`config.mk`:
```
export PLATFORM = sky130hd
export DESIGN_NAME = rpeq_top
export DESIGN_NICKNAME = d
export VERILOG_FILES = /design/src/inc/rpeq_pkg.sv /design/src/verilog/rpeq_top.sv /design/src/verilog/rpeq_port_regs.sv /design/src/verilog/rpeq_irq_latch.sv
export VERILOG_INCLUDE_DIRS = /design/src /design/src/inc
export SDC_FILE = /design/constraint.sdc
export NUM_CORES = 1
export LEC_CHECK = 0
export BUFFER_PORTS_ARGS = -buffer_cell sky130_fd_sc_hd__buf_2
export CAP_MARGIN = 10
export CORE_UTILIZATION = 45
export CTS_BUF_LIST = sky130_fd_sc_hd__clkbuf_8
export DETAILED_ROUTE_END_ITERATION = 10
export GPL_TIMING_DRIVEN = 1
export PLACE_DENSITY = 0.63
export SLEW_MARGIN = 20
export SYNTH_ARGS = -nofsm -noshare
export SYNTH_HDL_FRONTEND = slang
export SYNTH_SLANG_ARGS = --single-unit
```
`constraint.sdc`:
```
create_clock -name i_clk_sys -period 2.85 [get_ports i_clk_sys]
set_input_delay 0.57 -clock i_clk_sys [delete_from_list [all_inputs] [get_ports i_clk_sys]]
set_output_delay 0.57 -clock i_clk_sys [all_outputs]
set_load 0.1 [all_outputs]
```
`src/inc/rpeq_map.svh`:
```
`ifndef RPEQ_MAP_SVH
`define RPEQ_MAP_SVH

// Receive ports served by this bank
`define RPEQ_NPORT 2

// Per-port register offsets
`define RPEQ_OFS_EQ_MANUAL_OVERRIDE 8'hd4
`define RPEQ_OFS_EQ_ADAPT_LIMITS 8'hd5
`define RPEQ_OFS_RESERVED_SLOT_D6 8'hd6
`define RPEQ_OFS_RESERVED_SLOT_D7 8'hd7
`define RPEQ_OFS_PORT_IRQ_MASK_UPPER 8'hd8
`define RPEQ_OFS_PORT_IRQ_MASK_LOWER 8'hd9

// Status registers whose read clears latched conditions
`define RPEQ_OFS_RX_PORT_STATUS_ONE 8'h4d
`define RPEQ_OFS_RX_PORT_STATUS_TWO 8'h4e
`define RPEQ_OFS_CAMERA_RX_ERROR_STATUS 8'h7a

// Reset values
`define RPEQ_RST_EQ_MANUAL_OVERRIDE 8'h60
`define RPEQ_RST_EQ_ADAPT_LIMITS 8'hf2
`define RPEQ_RST_RESERVED_SLOT 8'h00
`define RPEQ_RST_PORT_IRQ_MASK 8'h00

// Writable bits of the upper mask register
`define RPEQ_MASK_UPPER_WR 8'h07

// Positions in the ten-bit condition vector
`define RPEQ_FLG_LOCK 0
`define RPEQ_FLG_VALID 1
`define RPEQ_FLG_PAR 2
`define RPEQ_FLG_CSI 3
`define RPEQ_FLG_BUF 4
`define RPEQ_FLG_CNT 5
`define RPEQ_FLG_LEN 6
`define RPEQ_FLG_CRC 7
`define RPEQ_FLG_SEQ 8
`define RPEQ_FLG_ENC 9
`define RPEQ_NFLG 10

`endif

```
`src/inc/rpeq_pkg.sv`:
```
`default_nettype none
package rpeq_pkg;

	typedef struct packed {
		logic [2:0] manual_eq_upper_bits;
		logic lock_waits_for_adaptation;
		logic [2:0] manual_eq_lower_bits;
		logic equalizer_adapt_disable;
	} rpeq_override_t;

	typedef struct packed {
		logic [3:0] equalizer_ceiling;
		logic [3:0] equalizer_start_floor;
	} rpeq_limits_t;

	typedef struct packed {
		rpeq_override_t eq_manual_override;
		rpeq_limits_t eq_adapt_limits;
		logic [7:0] reserved_slot_d6;
		logic [7:0] reserved_slot_d7;
		logic [7:0] port_irq_mask_upper;
		logic [7:0] port_irq_mask_lower;
	} rpeq_cfg_t;

	// One-cycle error events from a receive port
	typedef struct packed {
		logic encoding_error;
		logic ctrl_chan_sequence_error;
		logic ctrl_chan_checksum_error;
		logic line_length_change;
		logic line_count_change;
		logic rx_buffer_overflow;
		logic camera_rx_error;
		logic link_parity_error;
	} rpeq_evt_t;

endpackage
`default_nettype wire

```
`src/verilog/rpeq_top.sv`:
```
// What this block does
// - Bypass applies manual setting from two fields
// - Mode one: lock waits for adaptation done
// - Mode zero: lock from detector only
// - Adaptive value never exceeds four-bit ceiling
// - Floor enable starts adaptation at floor
// - Registers per port, writes steered by port enables, reads by port select
// - Encoding error raises enabled interrupt
// - Control channel sequence error raises interrupt
// - Control channel checksum error raises interrupt
// - Line length change raises enabled interrupt
// - Line count change raises enabled interrupt
// - Receive buffer overflow raises enabled interrupt
// - Camera receiver error raises enabled interrupt
// - Link parity error raises enabled interrupt
// - Port valid change raises enabled interrupt
// - Lock change raises enabled interrupt
// - All interrupt enables reset to zero
// - Condition latched until status read clears
`include "rpeq_map.svh"
`default_nettype none
module rpeq_top (
	input wire logic i_clk_sys, // Core clock, 250 MHz
	input wire logic i_rst_n, // Async reset, low
	input wire logic i_reg_wr, // Register write strobe
	input wire logic i_reg_rd, // Register read strobe
	input wire logic [7:0] i_reg_addr, // Register offset
	input wire logic [7:0] i_reg_wdata, // Write data
	output logic [7:0] o_reg_rdata, // Read data, next cycle
	input wire logic [`RPEQ_NPORT-1:0] i_port_wr_en, // Ports taking writes
	input wire logic i_port_rd_sel, // Port answering reads
	input wire logic [`RPEQ_NPORT-1:0] i_floor_start_enable, // Floor start per port
	input wire logic [`RPEQ_NPORT-1:0] i_lock_detect, // Raw lock detector
	input wire logic [`RPEQ_NPORT-1:0] i_adapt_done, // Adaptation settled
	input wire logic [`RPEQ_NPORT-1:0] i_port_valid, // Port valid status
	input wire logic [`RPEQ_NPORT*6-1:0] i_adapt_value, // Engine setting per port
	input wire rpeq_pkg::rpeq_evt_t [`RPEQ_NPORT-1:0] i_evt, // Error events per port
	output logic [`RPEQ_NPORT-1:0] o_rx_lock, // Qualified lock
	output logic [`RPEQ_NPORT-1:0] o_adapt_run, // Adaptation allowed
	output logic [`RPEQ_NPORT*6-1:0] o_eq_setting, // Applied equalizer
	output logic [`RPEQ_NPORT*4-1:0] o_eq_start, // Adaptation start code
	output logic [`RPEQ_NPORT*4-1:0] o_eq_ceiling, // Adaptation ceiling
	output logic o_irq // Device interrupt
);
	import rpeq_pkg::*;

	rpeq_cfg_t cfg [`RPEQ_NPORT];
	logic [`RPEQ_NFLG-1:0] flag [`RPEQ_NPORT];
	logic [`RPEQ_NFLG-1:0] set_vec [`RPEQ_NPORT];
	logic [`RPEQ_NFLG-1:0] clr_vec [`RPEQ_NPORT];
	logic [`RPEQ_NFLG-1:0] ena_vec [`RPEQ_NPORT];
	logic [`RPEQ_NPORT-1:0] port_pend;
	logic [`RPEQ_NPORT-1:0] lock_now;
	logic [`RPEQ_NPORT-1:0] lock_d;
	logic [`RPEQ_NPORT-1:0] lock_q;
	logic [`RPEQ_NPORT-1:0] valid_d;
	logic [`RPEQ_NPORT-1:0] valid_q;
	logic [`RPEQ_NPORT*6-1:0] eq_d;
	logic [`RPEQ_NPORT*6-1:0] eq_q;
	logic [`RPEQ_NPORT*4-1:0] start_d;
	logic [`RPEQ_NPORT*4-1:0] start_q;
	logic [`RPEQ_NPORT-1:0] run_d;
	logic [`RPEQ_NPORT-1:0] run_q;
	logic rd_sts1;
	logic rd_sts2;
	logic rd_csi;
	logic [7:0] rdata_d;
	logic [7:0] rdata_q;
	logic irq_d;
	logic irq_q;

	// Status reads decoded once, then steered to the selected port
	always_comb begin
		rd_sts1 = i_reg_rd && (i_reg_addr == `RPEQ_OFS_RX_PORT_STATUS_ONE);
		rd_sts2 = i_reg_rd && (i_reg_addr == `RPEQ_OFS_RX_PORT_STATUS_TWO);
		rd_csi = i_reg_rd && (i_reg_addr == `RPEQ_OFS_CAMERA_RX_ERROR_STATUS);
	end

	genvar p;
	generate
		for (p = 0; p < `RPEQ_NPORT; p++) begin : g_port
			logic sel_rd;
			logic [5:0] adapt_in;
			logic [5:0] ceil_ext;
			logic [5:0] manual;

			rpeq_port_regs u_regs (
				.i_clk_sys(i_clk_sys),
				.i_rst_n(i_rst_n),
				.i_wr(i_reg_wr & i_port_wr_en[p]),
				.i_addr(i_reg_addr),
				.i_wdata(i_reg_wdata),
				.o_cfg(cfg[p])
			);

			always_comb begin
				sel_rd = (i_port_rd_sel == 1'(p));
				adapt_in = i_adapt_value[p*6 +: 6];
				ceil_ext = {2'h0, cfg[p].eq_adapt_limits.equalizer_ceiling};
				manual = {cfg[p].eq_manual_override.manual_eq_upper_bits,
					cfg[p].eq_manual_override.manual_eq_lower_bits};
			end

			// Lock qualification
			always_comb begin
				if (cfg[p].eq_manual_override.lock_waits_for_adaptation) begin
					lock_now[p] = i_lock_detect[p] & i_adapt_done[p];
				end else begin
					lock_now[p] = i_lock_detect[p];
				end
				lock_d[p] = lock_now[p];
				valid_d[p] = i_port_valid[p];
			end

			// Equalizer steering; clamp guards a runaway engine
			always_comb begin
				run_d[p] = ~cfg[p].eq_manual_override.equalizer_adapt_disable;
				if (cfg[p].eq_manual_override.equalizer_adapt_disable) begin
					eq_d[p*6 +: 6] = manual;
				end else if (adapt_in > ceil_ext) begin
					eq_d[p*6 +: 6] = ceil_ext;
				end else begin
					eq_d[p*6 +: 6] = adapt_in;
				end
				if (i_floor_start_enable[p]) begin
					start_d[p*4 +: 4] = cfg[p].eq_adapt_limits.equalizer_start_floor;
				end else begin
					start_d[p*4 +: 4] = 4'h0;
				end
			end

			// Conditions seen this cycle
			always_comb begin
				set_vec[p] = '0;
				set_vec[p][`RPEQ_FLG_ENC] = i_evt[p].encoding_error;
				set_vec[p][`RPEQ_FLG_SEQ] = i_evt[p].ctrl_chan_sequence_error;
				set_vec[p][`RPEQ_FLG_CRC] = i_evt[p].ctrl_chan_checksum_error;
				set_vec[p][`RPEQ_FLG_LEN] = i_evt[p].line_length_change;
				set_vec[p][`RPEQ_FLG_CNT] = i_evt[p].line_count_change;
				set_vec[p][`RPEQ_FLG_BUF] = i_evt[p].rx_buffer_overflow;
				set_vec[p][`RPEQ_FLG_CSI] = i_evt[p].camera_rx_error;
				set_vec[p][`RPEQ_FLG_PAR] = i_evt[p].link_parity_error;
				set_vec[p][`RPEQ_FLG_VALID] = i_port_valid[p] ^ valid_q[p];
				set_vec[p][`RPEQ_FLG_LOCK] = lock_now[p] ^ lock_q[p];
			end

			// Each status register clears only the conditions it reports
			always_comb begin
				clr_vec[p] = '0;
				clr_vec[p][`RPEQ_FLG_LOCK] = rd_sts1 & sel_rd;
				clr_vec[p][`RPEQ_FLG_VALID] = rd_sts1 & sel_rd;
				clr_vec[p][`RPEQ_FLG_PAR] = rd_sts1 & sel_rd;
				clr_vec[p][`RPEQ_FLG_SEQ] = rd_sts1 & sel_rd;
				clr_vec[p][`RPEQ_FLG_CRC] = rd_sts1 & sel_rd;
				clr_vec[p][`RPEQ_FLG_ENC] = rd_sts2 & sel_rd;
				clr_vec[p][`RPEQ_FLG_LEN] = rd_sts2 & sel_rd;
				clr_vec[p][`RPEQ_FLG_CNT] = rd_sts2 & sel_rd;
				clr_vec[p][`RPEQ_FLG_BUF] = rd_sts2 & sel_rd;
				clr_vec[p][`RPEQ_FLG_CSI] = rd_csi & sel_rd;
			end

			// Enables laid out in condition order
			always_comb begin
				ena_vec[p] = {cfg[p].port_irq_mask_upper[2:0],
					cfg[p].port_irq_mask_lower[6:0]};
				port_pend[p] = |(flag[p] & ena_vec[p]);
			end

			rpeq_irq_latch u_latch (
				.i_clk_sys(i_clk_sys),
				.i_rst_n(i_rst_n),
				.i_set(set_vec[p]),
				.i_clr(clr_vec[p]),
				.o_flag(flag[p])
			);
		end
	endgenerate

	always_ff @(posedge i_clk_sys or negedge i_rst_n) begin
		if (!i_rst_n) begin
			lock_q <= '0;
			valid_q <= '0;
			eq_q <= '0;
			start_q <= '0;
			run_q <= '1;
		end else begin
			lock_q <= lock_d;
			valid_q <= valid_d;
			eq_q <= eq_d;
			start_q <= start_d;
			run_q <= run_d;
		end
	end

	// Read mux; unmapped offsets answer zero
	always_comb begin
		rdata_d = rdata_q;
		if (i_reg_rd) begin
			case (i_reg_addr)
				`RPEQ_OFS_EQ_MANUAL_OVERRIDE: begin
					rdata_d = cfg[i_port_rd_sel].eq_manual_override;
				end
				`RPEQ_OFS_EQ_ADAPT_LIMITS: begin
					rdata_d = cfg[i_port_rd_sel].eq_adapt_limits;
				end
				`RPEQ_OFS_RESERVED_SLOT_D6: rdata_d = cfg[i_port_rd_sel].reserved_slot_d6;
				`RPEQ_OFS_RESERVED_SLOT_D7: rdata_d = cfg[i_port_rd_sel].reserved_slot_d7;
				`RPEQ_OFS_PORT_IRQ_MASK_UPPER: begin
					rdata_d = cfg[i_port_rd_sel].port_irq_mask_upper;
				end
				`RPEQ_OFS_PORT_IRQ_MASK_LOWER: begin
					rdata_d = cfg[i_port_rd_sel].port_irq_mask_lower;
				end
				`RPEQ_OFS_RX_PORT_STATUS_ONE: begin
					rdata_d = {2'h0, lock_q[i_port_rd_sel],
						flag[i_port_rd_sel][`RPEQ_FLG_CRC],
						flag[i_port_rd_sel][`RPEQ_FLG_SEQ],
						flag[i_port_rd_sel][`RPEQ_FLG_PAR],
						flag[i_port_rd_sel][`RPEQ_FLG_VALID],
						flag[i_port_rd_sel][`RPEQ_FLG_LOCK]};
				end
				`RPEQ_OFS_RX_PORT_STATUS_TWO: begin
					rdata_d = {4'h0, flag[i_port_rd_sel][`RPEQ_FLG_BUF],
						flag[i_port_rd_sel][`RPEQ_FLG_CNT],
						flag[i_port_rd_sel][`RPEQ_FLG_LEN],
						flag[i_port_rd_sel][`RPEQ_FLG_ENC]};
				end
				`RPEQ_OFS_CAMERA_RX_ERROR_STATUS: begin
					rdata_d = {7'h0, flag[i_port_rd_sel][`RPEQ_FLG_CSI]};
				end
				default: rdata_d = 8'h00;
			endcase
		end
	end

	// Registered so the pin never glitches between ports
	always_comb begin
		irq_d = |port_pend;
	end

	always_ff @(posedge i_clk_sys or negedge i_rst_n) begin
		if (!i_rst_n) begin
			rdata_q <= 8'h00;
			irq_q <= 1'b0;
		end else begin
			rdata_q <= rdata_d;
			irq_q <= irq_d;
		end
	end

	always_comb begin
		o_reg_rdata = rdata_q;
		o_irq = irq_q;
		o_rx_lock = lock_q;
		o_adapt_run = run_q;
		o_eq_setting = eq_q;
		o_eq_start = start_q;
		o_eq_ceiling = {cfg[1].eq_adapt_limits.equalizer_ceiling,
			cfg[0].eq_adapt_limits.equalizer_ceiling};
	end
endmodule
`default_nettype wire

```
`src/verilog/rpeq_port_regs.sv`:
```
`include "rpeq_map.svh"
`default_nettype none
module rpeq_port_regs (
	input wire logic i_clk_sys, // Core clock
	input wire logic i_rst_n, // Async reset, low
	input wire logic i_wr, // Write strobe for this port
	input wire logic [7:0] i_addr, // Register offset
	input wire logic [7:0] i_wdata, // Write data
	output rpeq_pkg::rpeq_cfg_t o_cfg // Stored settings
);
	import rpeq_pkg::*;

	rpeq_cfg_t cfg_d;
	rpeq_cfg_t cfg_q;

	always_comb begin
		cfg_d = cfg_q;
		if (i_wr) begin
			case (i_addr)
				`RPEQ_OFS_EQ_MANUAL_OVERRIDE: cfg_d.eq_manual_override = i_wdata;
				`RPEQ_OFS_EQ_ADAPT_LIMITS: cfg_d.eq_adapt_limits = i_wdata;
				`RPEQ_OFS_RESERVED_SLOT_D6: cfg_d.reserved_slot_d6 = i_wdata;
				`RPEQ_OFS_RESERVED_SLOT_D7: cfg_d.reserved_slot_d7 = i_wdata;
				`RPEQ_OFS_PORT_IRQ_MASK_UPPER: begin
					cfg_d.port_irq_mask_upper = i_wdata & `RPEQ_MASK_UPPER_WR;
				end
				`RPEQ_OFS_PORT_IRQ_MASK_LOWER: cfg_d.port_irq_mask_lower = i_wdata;
				default: cfg_d = cfg_q;
			endcase
		end
	end

	always_ff @(posedge i_clk_sys or negedge i_rst_n) begin
		if (!i_rst_n) begin
			cfg_q.eq_manual_override <= `RPEQ_RST_EQ_MANUAL_OVERRIDE;
			cfg_q.eq_adapt_limits <= `RPEQ_RST_EQ_ADAPT_LIMITS;
			cfg_q.reserved_slot_d6 <= `RPEQ_RST_RESERVED_SLOT;
			cfg_q.reserved_slot_d7 <= `RPEQ_RST_RESERVED_SLOT;
			cfg_q.port_irq_mask_upper <= `RPEQ_RST_PORT_IRQ_MASK;
			cfg_q.port_irq_mask_lower <= `RPEQ_RST_PORT_IRQ_MASK;
		end else begin
			cfg_q <= cfg_d;
		end
	end

	assign o_cfg = cfg_q;
endmodule
`default_nettype wire

```
`src/verilog/rpeq_irq_latch.sv`:
```
`include "rpeq_map.svh"
`default_nettype none
module rpeq_irq_latch (
	input wire logic i_clk_sys, // Core clock
	input wire logic i_rst_n, // Async reset, low
	input wire logic [`RPEQ_NFLG-1:0] i_set, // Condition seen this cycle
	input wire logic [`RPEQ_NFLG-1:0] i_clr, // Clearing read this cycle
	output logic [`RPEQ_NFLG-1:0] o_flag // Latched conditions
);
	logic [`RPEQ_NFLG-1:0] flag_d;
	logic [`RPEQ_NFLG-1:0] flag_q;

	genvar g;
	generate
		for (g = 0; g < `RPEQ_NFLG; g++) begin : g_bit
			// Set beats clear so an event in the read cycle survives
			always_comb begin
				flag_d[g] = i_set[g] | (flag_q[g] & ~i_clr[g]);
			end
		end
	endgenerate

	always_ff @(posedge i_clk_sys or negedge i_rst_n) begin
		if (!i_rst_n) begin
			flag_q <= '0;
		end else begin
			flag_q <= flag_d;
		end
	end

	assign o_flag = flag_q;
endmodule
`default_nettype wire

```
==> results.md <==
* CTS tree: built
* Post-synth top flop: dfrtp_1
* R2R depth at 6
* First-pass GRT wire length at roughly 28 mm
* # rows at between 40 and 50
* Initial antenna violation count at 1
* Highest Signal Layer: met4
* CP peak stage delay at ~0.58 ns
* Setup Buffers After CTS at 0
* DRC violations left at 0
* Met3 wire len at approximately 1.2 mm
* Die height at roughly 130 µm
* Setup CP Type: register to register
* FF+latch count, synth at ~140
* Status: complete, no violations
* Die area at 0.0159 mm²
* Post-synth net total at 602
* Crit path launch type: register
* Vias in the first global route at about 4,800
* Detailed placement HPWL at roughly 13 mm
* Initial DRC Count at around 250
* Post-Syn Area at just under 0.007 mm²
* Total grt overflow at 0
* Tcrit/Tclk final at 0.749
* Critical Path RT at between 3 and 4 ns
* Final net count at roughly 700
* Crit. End Element: register
* Pre-CTS worst setup slack at 0.360 ns
* Hold crit path type: primary input to asynchronous set/reset pin
* Core ar. at 0.0148 mm²
* Port bufs at 99
* Slew @ Worst Pin at ~0.77 ns
* EDFF count, synth at 0
* Worst reg2reg startpoint: g_port[1].u_regs.o_cfg[37]
* Worst-path clk slew at ~0.080 ns
* Final WL at about 18 mm
* Clock Tree Root: clkbuf_8
* # clock sinks at about 140
* IO Count at 100
* Vias per inst at 5.75
* Metal-1 WL at 7.76 mm
* Share of layout cells above drive strength 1 at 0.410
* Fin. max-slew vios at 0
* Post-cts sizing count at 0
* Initial core utilization at 0.470
* WP buf/inv at 1
* CP max stage cell: dfstp_2
* Post-synthesis cell type count at 63
* Via Count at ~4,800
* RSZ-0062 raised after global routing: false
* Post-route setup TNS at 0 ns
* Reg2reg setup slack at between 0.7 and 0.8 ns
* Max Cap Viol at 0
* Worst skew pair latency at roughly 0.44 ns
* Rel. slew slack at 0.486
* Largest net degree at the start of global routing at 81
* Endpoints failing hold at 0
* LEAKAGE at 3.83 nW
* Critical Path Stages at 6
* Ys Warns at 0
* Htree depth at 4
* Top delay family on crit path: compound AO/OA/AOI/OAI gates
* Skew final at about 0.012 ns
* Sequential area share after synthesis at 0.512
* Cell breakdown of the critical path: inv_1, ha_1, a2111oi_0, o21ai_1, mux2i_1, o21ai_0
* Num CTS Buffers at 17
* Crit path max fanout at 4
* Post-synth ARST share at 1.00
* Synthesized area per cell at 13.0 µm²
* Number of routed nets with antenna violations at 0
* Drt pass-1 iters at 5
* PwrDens at ~540 mW/mm²
* VDD IR max at approximately 0.00023 V
* Bufs on Longest Clock Path at 2
* # setup viols final at 0
* GP Congestion at between 0.8 and 0.9
* Commonest cells after routing, fill and taps aside: dfrtp_1 (125), buf_2 (98), mux2_2 (67)
* Max Freq at approximately 0.47 GHz
* Setup ws final at 0.714 ns
* Area delta synth->final at 14.7%
* R2R Path End: o_eq_setting[9]
* Met2 WL at between 8 and 9 mm
* Most common cell after layout, fill and taps aside: dfrtp_1
* GRT Util Overall at 0.235
* Hold WS at roughly 0.11 ns
* Hold Buf Count CTS at 0
* Cells after Synth at approximately 540
* Crit path DAT at roughly 2.5 ns
* Avg WL per Cell at 21.2 µm
* Minimum clock period at approximately 2.1 ns
* Die width at 126 µm
-- metrics by stage --
step | utilization | area [µm²] | power (mW) | instances
global route | 0.539 | 7950 | 4.49 | 826
finish | 0.539 | 7950 | 4.33 | 827
global placement | 0.510 | 7520 | 2.67 | 795
CTS | 0.539 | 7950 | 4.37 | 826
detailed placement | 0.510 | 7520 | 2.68 | 795
floorplan | - | 6930 | 2.50 | 535
-- per-layer routing --
layer	vias to the layer above	track usage
li1	2149	-
met1	2382	0.318
met2	202	0.370
met3	25	0.0531
met4	0	0.0865
met5	-	0
-- worst register-to-register path, cell delays in order, from the launching register on --
cell       delay (ns)
dfstp_2          0.58
inv_1            0.07
ha_1             0.30
a2111oi_0        0.45
o21ai_1          0.29
mux2i_1          0.24
o21ai_0          0.09
-- Yosys cell counts (all sizes together) (3+ instances only) --
master	count	share of area
a211o	4	0.0051
a21o	19	0.021
buf	27	0.029
and2	13	0.012
a22oi	3	0.0032
nor2	21	0.022
inv	19	0.010
mux2i	43	0.062
dfstp	16	0.061
a21oi	5	0.0036
nand2	28	0.019
mux2	83	0.14
a221oi	4	0.0051
a22o	4	0.0051
nor3	4	0.0029
o22ai	10	0.0090
o311ai	4	0.0051
dfrtp	125	0.45
and2b	3	0.0032
o2bb2ai	7	0.0088
nand3	13	0.017
o21ai	17	0.012
ha	8	0.014
mux4	6	0.019
nor2b	3	0.0027
clkbuf	5	0.0027
o32ai	5	0.0063
nand4	7	0.0085
-- flip-flops by register name (all words and copies together), names as in the netlist --
| signal | cells |
|---|---|
| g_port.u_latch.o_flag | 20 |
| g_port.u_regs.o_cfg | 86 |
| o_adapt_run | 2 |
| o_eq_setting | 12 |
| o_eq_start | 8 |
| o_irq | 1 |
| o_reg_rdata | 8 |
| o_rx_lock | 2 |
| valid_q | 2 |
-- area by class of cell --
class                   count  area [µm²]
diodes                      1        2.50
flip-flops and latches    141        3550
clock buffers              21         289
multi-input cells         342        3080
repair buffers            108         582
clock inverters            10         136
inverters                  20        75.1
fillers                  1291        6810
well taps                 184         230
-- logic make-up after synthesis --
family                   Yosys count  synth area share
AO/OA/AOI/OAI                     96             0.103
adder cells (fa/ha/maj)            8            0.0144
XOR/XNOR                           4           0.00506
AND/OR/NAND/NOR                  102            0.0970
multiplexers                     132             0.225
buffers and inverters             52            0.0430
flip-flops                       141             0.512
-- power by group --
| group | internal [mW] | switching [mW] |
|---|---|---|
| clock | 0.954 | 0.741 |
| combinational | 0.152 | 0.383 |
| sequential | 2.06 | 0.0381 |
-- worst max path at each step --
stage / startpoint / slack, ns / to
2_1_floorplan: i_reg_addr[5] / 0.98 / g_port[0].u_regs.o_cfg[32]
5_1_grt: g_port[1].u_regs.o_cfg[37] / 0.49 / o_eq_setting[7]
4_1_cts: g_port[1].u_regs.o_cfg[37] / 0.67 / o_eq_setting[7]
3_5_place_dp: i_port_rd_sel / 0.36 / o_reg_rdata[3]
6_report: g_port[1].u_regs.o_cfg[37] / 0.71 / o_eq_setting[9]
3_3_place_gp: i_port_rd_sel / 0.37 / o_reg_rdata[3]
Note: power is estimated with default switching activity, not from simulation.
